<file path="src/hw/spdf_pkg.sv">
// Purpose: Constants, states and carrier types for the packet drain block
// Assumes: One 125 MHz clock, APB register access, 32-bit data
// Notes: Imported by spdf_packet_drain.sv and by the bench
`default_nettype none

package spdf_pkg;

  localparam int unsigned SPDF_CLK_MHZ = 125;
  localparam int unsigned SPDF_GROUP_PACKETS = 4;
  localparam int unsigned SPDF_GAP_CYCLES = 25;
  localparam int unsigned SPDF_FILL_THRESHOLD = 32'h0000_0BB8;

  // Register byte addresses
  localparam logic [7:0] SPDF_ADDR_CTRL = 8'h00;
  localparam logic [7:0] SPDF_ADDR_STATUS = 8'h04;
  localparam logic [7:0] SPDF_ADDR_INT_STATUS = 8'h08;
  localparam logic [7:0] SPDF_ADDR_INT_MASK = 8'h0C;

  // Control fields
  localparam int unsigned SPDF_CTRL_RUN_BIT = 0;
  localparam int unsigned SPDF_CTRL_FLAG_CLEAR_BIT = 1;
  localparam logic SPDF_CTRL_RUN_RESET = 1'b1;

  // Interrupt event bit positions
  localparam int unsigned SPDF_INT_GROUP_BIT = 0;
  localparam int unsigned SPDF_INT_ILLEGAL_BIT = 1;
  localparam int unsigned SPDF_INT_PACKET_BIT = 2;
  localparam int unsigned SPDF_INT_WIDTH = 3;
  localparam logic [2:0] SPDF_INT_MASK_RESET = 3'h0;

  typedef enum logic [10:0] {
    SPDF_IDLE       = 11'h001,
    SPDF_CLEAR_A    = 11'h002,
    SPDF_CLEAR_B    = 11'h004,
    SPDF_AWAIT_GO   = 11'h008,
    SPDF_AWAIT_FILL = 11'h010,
    SPDF_START      = 11'h020,
    SPDF_BODY       = 11'h040,
    SPDF_STOP       = 11'h080,
    SPDF_GAP        = 11'h100,
    SPDF_DONE       = 11'h200,
    SPDF_FINISH     = 11'h400
  } spdf_state_t;

  // Strobes toward the MAC and queue, all registered
  typedef struct packed {
    logic queue_pop;
    logic queue_clear;
    logic frame_begin_strobe_n;
    logic frame_final_strobe_n;
    logic payload_valid_n;
    logic group_complete;
  } spdf_strobes_t;

  localparam spdf_strobes_t SPDF_STROBES_RESET = '{
    queue_pop: 1'b0, queue_clear: 1'b0, frame_begin_strobe_n: 1'b1,
    frame_final_strobe_n: 1'b1, payload_valid_n: 1'b1, group_complete: 1'b0};

  // APB answer, registered in the setup cycle
  typedef struct packed {
    logic        pready;
    logic        pslverr;
    logic [31:0] prdata;
  } spdf_apb_rsp_t;

endpackage

`default_nettype wire

</file>
<file path="src/hw/spdf_packet_drain.sv">
// Purpose: Drains the packet queue in four-packet groups toward a MAC
// Assumes: Control inputs come from logic on pclk; APB slave
// Notes: APB answers in the first access cycle, no wait states
`timescale 1ns/1ps
`default_nettype none

module spdf_packet_drain
  import spdf_pkg::*;
#(
  parameter int unsigned packet_length_bytes = 1024,
  parameter int unsigned byte_counter_width = 16,
  parameter int unsigned gap_counter_width = 5,
  parameter int unsigned group_counter_width = 3
) (
  input wire logic pclk,
  input wire logic presetn,
  input wire logic stream_request,
  input wire logic go,
  input wire logic queue_fill_ready,
  input wire logic flag_clear,
  output logic queue_pop,
  output logic queue_clear,
  output logic frame_begin_strobe_n,
  output logic frame_final_strobe_n,
  output logic payload_valid_n,
  output logic group_complete,
  output logic illegal_state_flag,
  output logic irq,
  input wire logic psel,
  input wire logic penable,
  input wire logic pwrite,
  input wire logic [7:0] paddr,
  input wire logic [31:0] pwdata,
  output logic [31:0] prdata,
  output logic pready,
  output logic pslverr
);

  // Parameter
  if (packet_length_bytes < 3 ||
      packet_length_bytes > (1 << byte_counter_width)) begin : g_bad_len
    $error("packet_length_bytes must be at least 3 and fit the counter");
  end
  if (SPDF_GAP_CYCLES > (1 << gap_counter_width)) begin : g_bad_gap
    $error("gap_counter_width too small for the packet gap");
  end
  if (SPDF_GROUP_PACKETS >= (1 << group_counter_width)) begin : g_bad_grp
    $error("group_counter_width too small for the group size");
  end

  localparam logic [byte_counter_width-1:0] BODY_LAST =
    byte_counter_width'(packet_length_bytes - 2);
  localparam logic [gap_counter_width-1:0] GAP_LAST =
    gap_counter_width'(SPDF_GAP_CYCLES - 1);
  localparam logic [group_counter_width-1:0] GROUP_SIZE =
    group_counter_width'(SPDF_GROUP_PACKETS);

  // Sequencer state
  spdf_state_t state, next_state;
  logic [byte_counter_width-1:0] byte_cnt, next_byte_cnt;
  logic [gap_counter_width-1:0] gap_cnt, next_gap_cnt;
  logic [group_counter_width-1:0] packet_cnt, next_packet_cnt;
  logic request_q, next_request_q;
  logic illegal_seen;
  spdf_strobes_t strobes, next_strobes;
  logic next_illegal_state_flag;

  // Register state
  logic ctrl_run, next_ctrl_run;
  logic [SPDF_INT_WIDTH-1:0] int_status, next_int_status;
  logic [SPDF_INT_WIDTH-1:0] int_mask, next_int_mask;
  logic next_irq;
  spdf_apb_rsp_t apb_rsp, next_apb_rsp;

  logic req_eff;
  logic wr_access;
  logic rd_access;
  logic sw_flag_clear;
  logic [SPDF_INT_WIDTH-1:0] int_events;

  // Software can hold the sequencer off by clearing the run bit
  assign req_eff = stream_request & ctrl_run;
  assign wr_access = psel & penable & apb_rsp.pready & pwrite;
  assign rd_access = psel & penable & apb_rsp.pready & ~pwrite;
  assign sw_flag_clear = wr_access && paddr == SPDF_ADDR_CTRL &&
    pwdata[SPDF_CTRL_FLAG_CLEAR_BIT];

  // Next state and counters, all on pclk
  always_comb begin
    next_state = state;
    next_byte_cnt = byte_cnt;
    next_gap_cnt = gap_cnt;
    next_packet_cnt = packet_cnt;
    next_request_q = req_eff;
    illegal_seen = 1'b0;
    unique case (state)
      SPDF_IDLE: begin
        if (req_eff && !request_q) begin
          next_state = SPDF_CLEAR_A;
        end
      end
      SPDF_CLEAR_A: begin
        next_state = SPDF_CLEAR_B;
      end
      SPDF_CLEAR_B: begin
        next_state = SPDF_AWAIT_GO;
      end
      SPDF_AWAIT_GO: begin
        if (go) begin
          next_state = SPDF_AWAIT_FILL;
        end
      end
      SPDF_AWAIT_FILL: begin
        // Fill ready is trusted as the queue threshold signal
        if (queue_fill_ready) begin
          next_state = SPDF_START;
          next_byte_cnt = '0;
        end
      end
      SPDF_START: begin
        next_state = SPDF_BODY;
        next_byte_cnt = byte_counter_width'(1);
      end
      SPDF_BODY: begin
        if (byte_cnt == BODY_LAST) begin
          next_state = SPDF_STOP;
        end else begin
          next_byte_cnt = byte_cnt + 1'b1;
        end
      end
      SPDF_STOP: begin
        next_state = SPDF_GAP;
        next_gap_cnt = '0;
        next_packet_cnt = packet_cnt + 1'b1;
      end
      SPDF_GAP: begin
        if (gap_cnt == GAP_LAST) begin
          next_state = SPDF_DONE;
        end else begin
          next_gap_cnt = gap_cnt + 1'b1;
        end
      end
      SPDF_DONE: begin
        if (packet_cnt < GROUP_SIZE) begin
          next_state = SPDF_START;
          next_byte_cnt = '0;
        end else begin
          next_state = SPDF_FINISH;
        end
      end
      SPDF_FINISH: begin
        next_packet_cnt = '0;
        if (req_eff) begin
          next_state = SPDF_AWAIT_GO;
        end else begin
          next_state = SPDF_IDLE;
        end
      end
      default: begin
        // Recover to idle rather than lock up
        illegal_seen = 1'b1;
        next_state = SPDF_IDLE;
        next_byte_cnt = '0;
        next_gap_cnt = '0;
        next_packet_cnt = '0;
      end
    endcase
  end

  // Strobes follow the state being entered so they line up with it
  always_comb begin
    next_strobes = SPDF_STROBES_RESET;
    unique case (next_state)
      SPDF_CLEAR_A, SPDF_CLEAR_B: begin
        next_strobes.queue_clear = 1'b1;
      end
      SPDF_START: begin
        next_strobes.queue_pop = 1'b1;
        next_strobes.frame_begin_strobe_n = 1'b0;
        next_strobes.payload_valid_n = 1'b0;
      end
      SPDF_BODY: begin
        next_strobes.queue_pop = 1'b1;
        next_strobes.payload_valid_n = 1'b0;
      end
      SPDF_STOP: begin
        next_strobes.queue_pop = 1'b1;
        next_strobes.frame_final_strobe_n = 1'b0;
        next_strobes.payload_valid_n = 1'b0;
      end
      SPDF_FINISH: begin
        next_strobes.group_complete = 1'b1;
      end
      default: begin
        next_strobes = SPDF_STROBES_RESET;
      end
    endcase
    // Set wins over clear
    next_illegal_state_flag = illegal_seen |
      (illegal_state_flag & ~(flag_clear | sw_flag_clear));
  end

  always_ff @(posedge pclk or negedge presetn) begin
    if (!presetn) begin
      state <= SPDF_IDLE;
      byte_cnt <= '0;
      gap_cnt <= '0;
      packet_cnt <= '0;
      request_q <= 1'b0;
      strobes <= SPDF_STROBES_RESET;
      illegal_state_flag <= 1'b0;
    end else begin
      state <= next_state;
      byte_cnt <= next_byte_cnt;
      gap_cnt <= next_gap_cnt;
      packet_cnt <= next_packet_cnt;
      request_q <= next_request_q;
      strobes <= next_strobes;
      illegal_state_flag <= next_illegal_state_flag;
    end
  end

  assign queue_pop = strobes.queue_pop;
  assign queue_clear = strobes.queue_clear;
  assign frame_begin_strobe_n = strobes.frame_begin_strobe_n;
  assign frame_final_strobe_n = strobes.frame_final_strobe_n;
  assign payload_valid_n = strobes.payload_valid_n;
  assign group_complete = strobes.group_complete;

  // Interrupt events, one cycle each
  always_comb begin
    int_events = '0;
    int_events[SPDF_INT_GROUP_BIT] = next_strobes.group_complete &
      ~strobes.group_complete;
    int_events[SPDF_INT_ILLEGAL_BIT] = illegal_seen;
    int_events[SPDF_INT_PACKET_BIT] = (state == SPDF_STOP);
  end

  // APB slave and interrupt registers
  always_comb begin
    next_ctrl_run = ctrl_run;
    next_int_mask = int_mask;
    next_int_status = int_status;
    next_apb_rsp = '0;
    if (wr_access && paddr == SPDF_ADDR_CTRL) begin
      next_ctrl_run = pwdata[SPDF_CTRL_RUN_BIT];
    end
    if (wr_access && paddr == SPDF_ADDR_INT_MASK) begin
      next_int_mask = pwdata[SPDF_INT_WIDTH-1:0];
    end
    // Clear only what the read returned, so a bit set late is not lost
    if (rd_access && paddr == SPDF_ADDR_INT_STATUS) begin
      next_int_status = int_status &
        ~apb_rsp.prdata[SPDF_INT_WIDTH-1:0];
    end
    next_int_status = next_int_status | int_events;
    next_irq = |(next_int_status & next_int_mask);
    if (psel && !penable) begin
      next_apb_rsp.pready = 1'b1;
      unique case (paddr)
        SPDF_ADDR_CTRL: begin
          next_apb_rsp.prdata = {31'h0000_0000, ctrl_run};
        end
        SPDF_ADDR_STATUS: begin
          next_apb_rsp.prdata = {4'h0, group_counter_width'(packet_cnt),
            (16 - group_counter_width)'(0), illegal_state_flag,
            state};
        end
        SPDF_ADDR_INT_STATUS: begin
          next_apb_rsp.prdata = {29'h0000_0000, int_status};
        end
        SPDF_ADDR_INT_MASK: begin
          next_apb_rsp.prdata = {29'h0000_0000, int_mask};
        end
        default: begin
          next_apb_rsp.pslverr = 1'b1;
        end
      endcase
    end
  end

  always_ff @(posedge pclk or negedge presetn) begin
    if (!presetn) begin
      ctrl_run <= SPDF_CTRL_RUN_RESET;
      int_mask <= SPDF_INT_MASK_RESET;
      int_status <= '0;
      irq <= 1'b0;
      apb_rsp <= '0;
    end else begin
      ctrl_run <= next_ctrl_run;
      int_mask <= next_int_mask;
      int_status <= next_int_status;
      irq <= next_irq;
      apb_rsp <= next_apb_rsp;
    end
  end

  assign prdata = apb_rsp.prdata;
  assign pready = apb_rsp.pready;
  assign pslverr = apb_rsp.pslverr;

endmodule // spdf_packet_drain

`default_nettype wire

</file>
<file path="config.mk">
export PLATFORM = sky130hd
export DESIGN_NAME = spdf_packet_drain
export DESIGN_NICKNAME = d
export VERILOG_FILES = /design/src/hw/spdf_pkg.sv /design/src/hw/spdf_packet_drain.sv
export SDC_FILE = /design/constraint.sdc
export NUM_CORES = 1
export LEC_CHECK = 0
export BUFFER_PORTS_ARGS = -buffer_cell sky130_fd_sc_hd__buf_2
export CORE_ASPECT_RATIO = 2
export CORE_UTILIZATION = 35
export DETAILED_ROUTE_END_ITERATION = 8
export GPL_ROUTABILITY_DRIVEN = 1
export GPL_TIMING_DRIVEN = 0
export HOLD_SLACK_MARGIN = 0.06
export SLEW_MARGIN = 40
export SYNTH_ARGS = -nofsm -noshare
export SYNTH_HDL_FRONTEND = slang
export SYNTH_SLANG_ARGS = --single-unit
</file>
<file path="constraint.sdc">
create_clock -name pclk -period 3.2 [get_ports pclk]
set_input_delay 0.16 -clock pclk [delete_from_list [all_inputs] [get_ports pclk]]
set_output_delay 0.16 -clock pclk [all_outputs]
set_load 0.03 [all_outputs]
</file>
==> flow_summary.yaml <==
synthesis:
  synth_edf_count: 0
  synth_seq_area_share_pct: 46.9
  ys_async_sr_fraction_pct: 100
  avgSynthCellArea_um2: 10.2
  syn_area_mm2: 0.00364
  ys_ff_latch: 68
  synth_cell_types: 65
  syn-instance-count: 357
  ys.flop_type: "dfrtp_1"
  ys_warn_count: 0
sta:
  hold_viol: 0
  min_period_ps: 2560
  setup_viol: 0
  skew_ps: 5.53
  rsz0062_at_grt: "false"
  fin_crit_sh_pct: 80.1
  slew_headroom_pct: 50.4
  setup_slack_ps: 637
  fin_worst_hold_slack_ps: 77.4
  maxSlewViolCount: 0
  fmax_mhz: 390
  fin_setup_tns_ps: 0
  worstMarginPinSlew_ps: 738
layout:
  nNetsFinal: 485
  num_antenna_cells: 0
  drive_gt1_share_pct: 25.0
  fin_cells: 571
  area_delta_synth_final_pct: 21.3
  fillers: 973
  final_area_mm2: 0.00441
  fin_util_pct: 43.8
floorplan:
  fp.dieW_um: 74.1
  rows: 52
  die-height_um: 146
  core_area_mm2: 0.0101
  io_pins: 91
  start_util_pct: 36.1
  dieArea_mm2: 0.0108
placed_design:
  place_ws_ps: 570
  dp_hpwl_um: 6660
  dp.cells: 553
  port_buffers: 44
  placed_cell_area_mm2: 0.00412
  gp_congestion: 0.846
clock_network:
  root_buffer: "clkbuf_16"
  ctsHoldBuffers: 2
  cts_max_path_buffers: 2
  cts_tree: "yes"
  cts.clk_slew.worst_paths_ps: 60
  htree_num_levels: 3
  ctsResizeCount: 0
  cts_sinks: 68
  clock_latency_ps: 330
  post-cts-setup-buffers: 0
  cts_made_buffers: 9
detailed_routing:
  highest_layer: "met4"
  wl_um: 8770
  route.detailed.drc: 0
  drt_iter0_drc: 184
  wl_met3_um: 295
  ant_nets: 0
  wl_per_cell_um: 15.4
  via_count: 2941
  wl_met2_um: 4960
  wirelength_met1_um: 3000
  vias_per_cell: 5.15
  drt_first_pass_iters: 4
setup_path:
  worstRegToRegCells: 6
  crit_slowest_cell: "nor4_4"
  crit_fanout: 9
  crit_type: "flip-flop to flip-flop"
  startpoint: "state[3]"
  worst_setup_path_start_kind: "flip-flop"
  crit_required_ps: 3410
  r2r_slack_ps: 640
  r2r_start: "state[3]"
  crit_chain: "clkbuf_1, nor4_4, nand4b_2, o22ai_4, a21oi_2, mux2_1"
  critPathMaxStageDelay_ps: 580
  worstSetupEndpointType: "flip-flop"
  cp_data_arrival_time_ps: 2770
  rr_endpoint: "byte_cnt[1]"
flow_run:
  drv_cap: 0
grt:
  grt_pass1_vias: 3046
  grt_usage_pct: 17.5
  grt_pass1_wl_um: 14100
  antenna_found_initial: 0
  overflow: 0
  grt_max_degree: 40
run_status:
  status: "finished, final reports clean"
power_and_ir_drop:
  ir_drop_mv: 0.244
  total_leakage_power_nw: 2.12
  powerDensity_mw_per_mm2: 503
  total_power_mw: 2.22
hold_path:
  whs_endpoint: "illegal_state_flag"
  hp-start: "flag_clear"
  worstHoldPathType: "input port to flip-flop"
  hold_depth: 3
where the power goes:
| group | total, mW | switching [mW] | internal, mW |
|---|---|---|---|
| clock | 0.876 | 0.353 | 0.523 |
| combinational | 0.293 | 0.174 | 0.120 |
| sequential | 1.05 | 0.111 | 0.938 |
kinds of logic (layout without fill, tap and decap cells):
family          count (synthesis)  count (layout)  synth area share (%)
xor+xnor                        4               4                 0.963
other cells                     1              17                 0.103
mux                            12              12                  3.89
fa+ha+maj                       5               5                  1.72
flops                          68              68                  46.9
buf+inv                        42             105                  7.77
simple gates                  153             153                  25.0
compound gates                 72              72                  13.6
state kept, by name, summed over array words and instances, names as in the netlist, 3 cells and up:
signal / flops
packet_cnt: 3
int_status: 3
prdata: 15
gap_cnt: 5
byte_cnt: 16
int_mask: 3
state: 11
worst max path at each step:
| stage | endpoint | slack, ps | depth (start not counted) |
|---|---|---|---|
| 3_5_place_dp | irq | 570 | 6 |
| 3_3_place_gp | irq | 620 | 6 |
| 6_report | byte_cnt[1] | 640 | 6 |
| 4_1_cts | irq | 580 | 6 |
| 5_1_grt | byte_cnt[0] | 480 | 6 |
| 2_1_floorplan | byte_cnt[0] | 930 | 7 |
routing by layer:
metal | GRT usage [%] | up-vias
li1 | - | 1419
met1 | 15.7 | 1407
met2 | 31.8 | 91
met3 | 2.69 | 24
met4 | 14.7 | 0
met5 | 0 | -
critical path, delay by kind of cell (launching register included):
family / cells / cell delay [ps]
DFF: 1 / 370
buffers and inverters: 1 / 210
and+or+nand+nor: 2 / 1020
AOI/OAI and AO/OA: 2 / 490
muxes: 1 / 340
synth_stat cells (7+ instances only):
cell,count,share of area [%]
a21oi_1,21,2.9
inv_1,11,1.1
buf_4,17,3.5
nand2_1,26,2.7
nand3_1,8,1.1
nor2_1,24,2.5
and2_1,16,2.8
nor2b_1,8,1.4
nor3_1,10,1.4
nor3b_1,7,1.4
o21ai_0,15,2.1
dfrtp_1,63,43
and3_1,7,1.2
nand4_1,12,2.1
placed cells by master (no fill, tap or decap), types with 6 or more instances in the layout:
cell and count:
and2_1 16, clkbuf_16 9, nand4_1 12, nand3_1 8, dfrtp_1 63, nor2b_1 8
nor2_1 24, buf_4 17, buf_2 45, inv_1 11, nor3b_1 7, nor3_1 10
and3_1 7, o21ai_0 15, nand2_1 26, clkbuf_1 8, conb_1 17, nor4b_1 6
a21oi_1 21
layout make-up:
type / count / area [um^2] / share of cell area [%]
Tap cell: 135 / 169 / 3.83
Buffer: 31 / 241 / 5.47
Inverter: 11 / 41.3 / 0.935
Timing Repair Buffer: 47 / 267 / 6.04
Clock inverter: 4 / 26.3 / 0.595
Multi-Input combinational cell: 263 / 1730 / 39.1
Clock buffer: 12 / 236 / 5.36
Sequential cell: 68 / 1710 / 38.7
(Power assumes the default switching activity.)
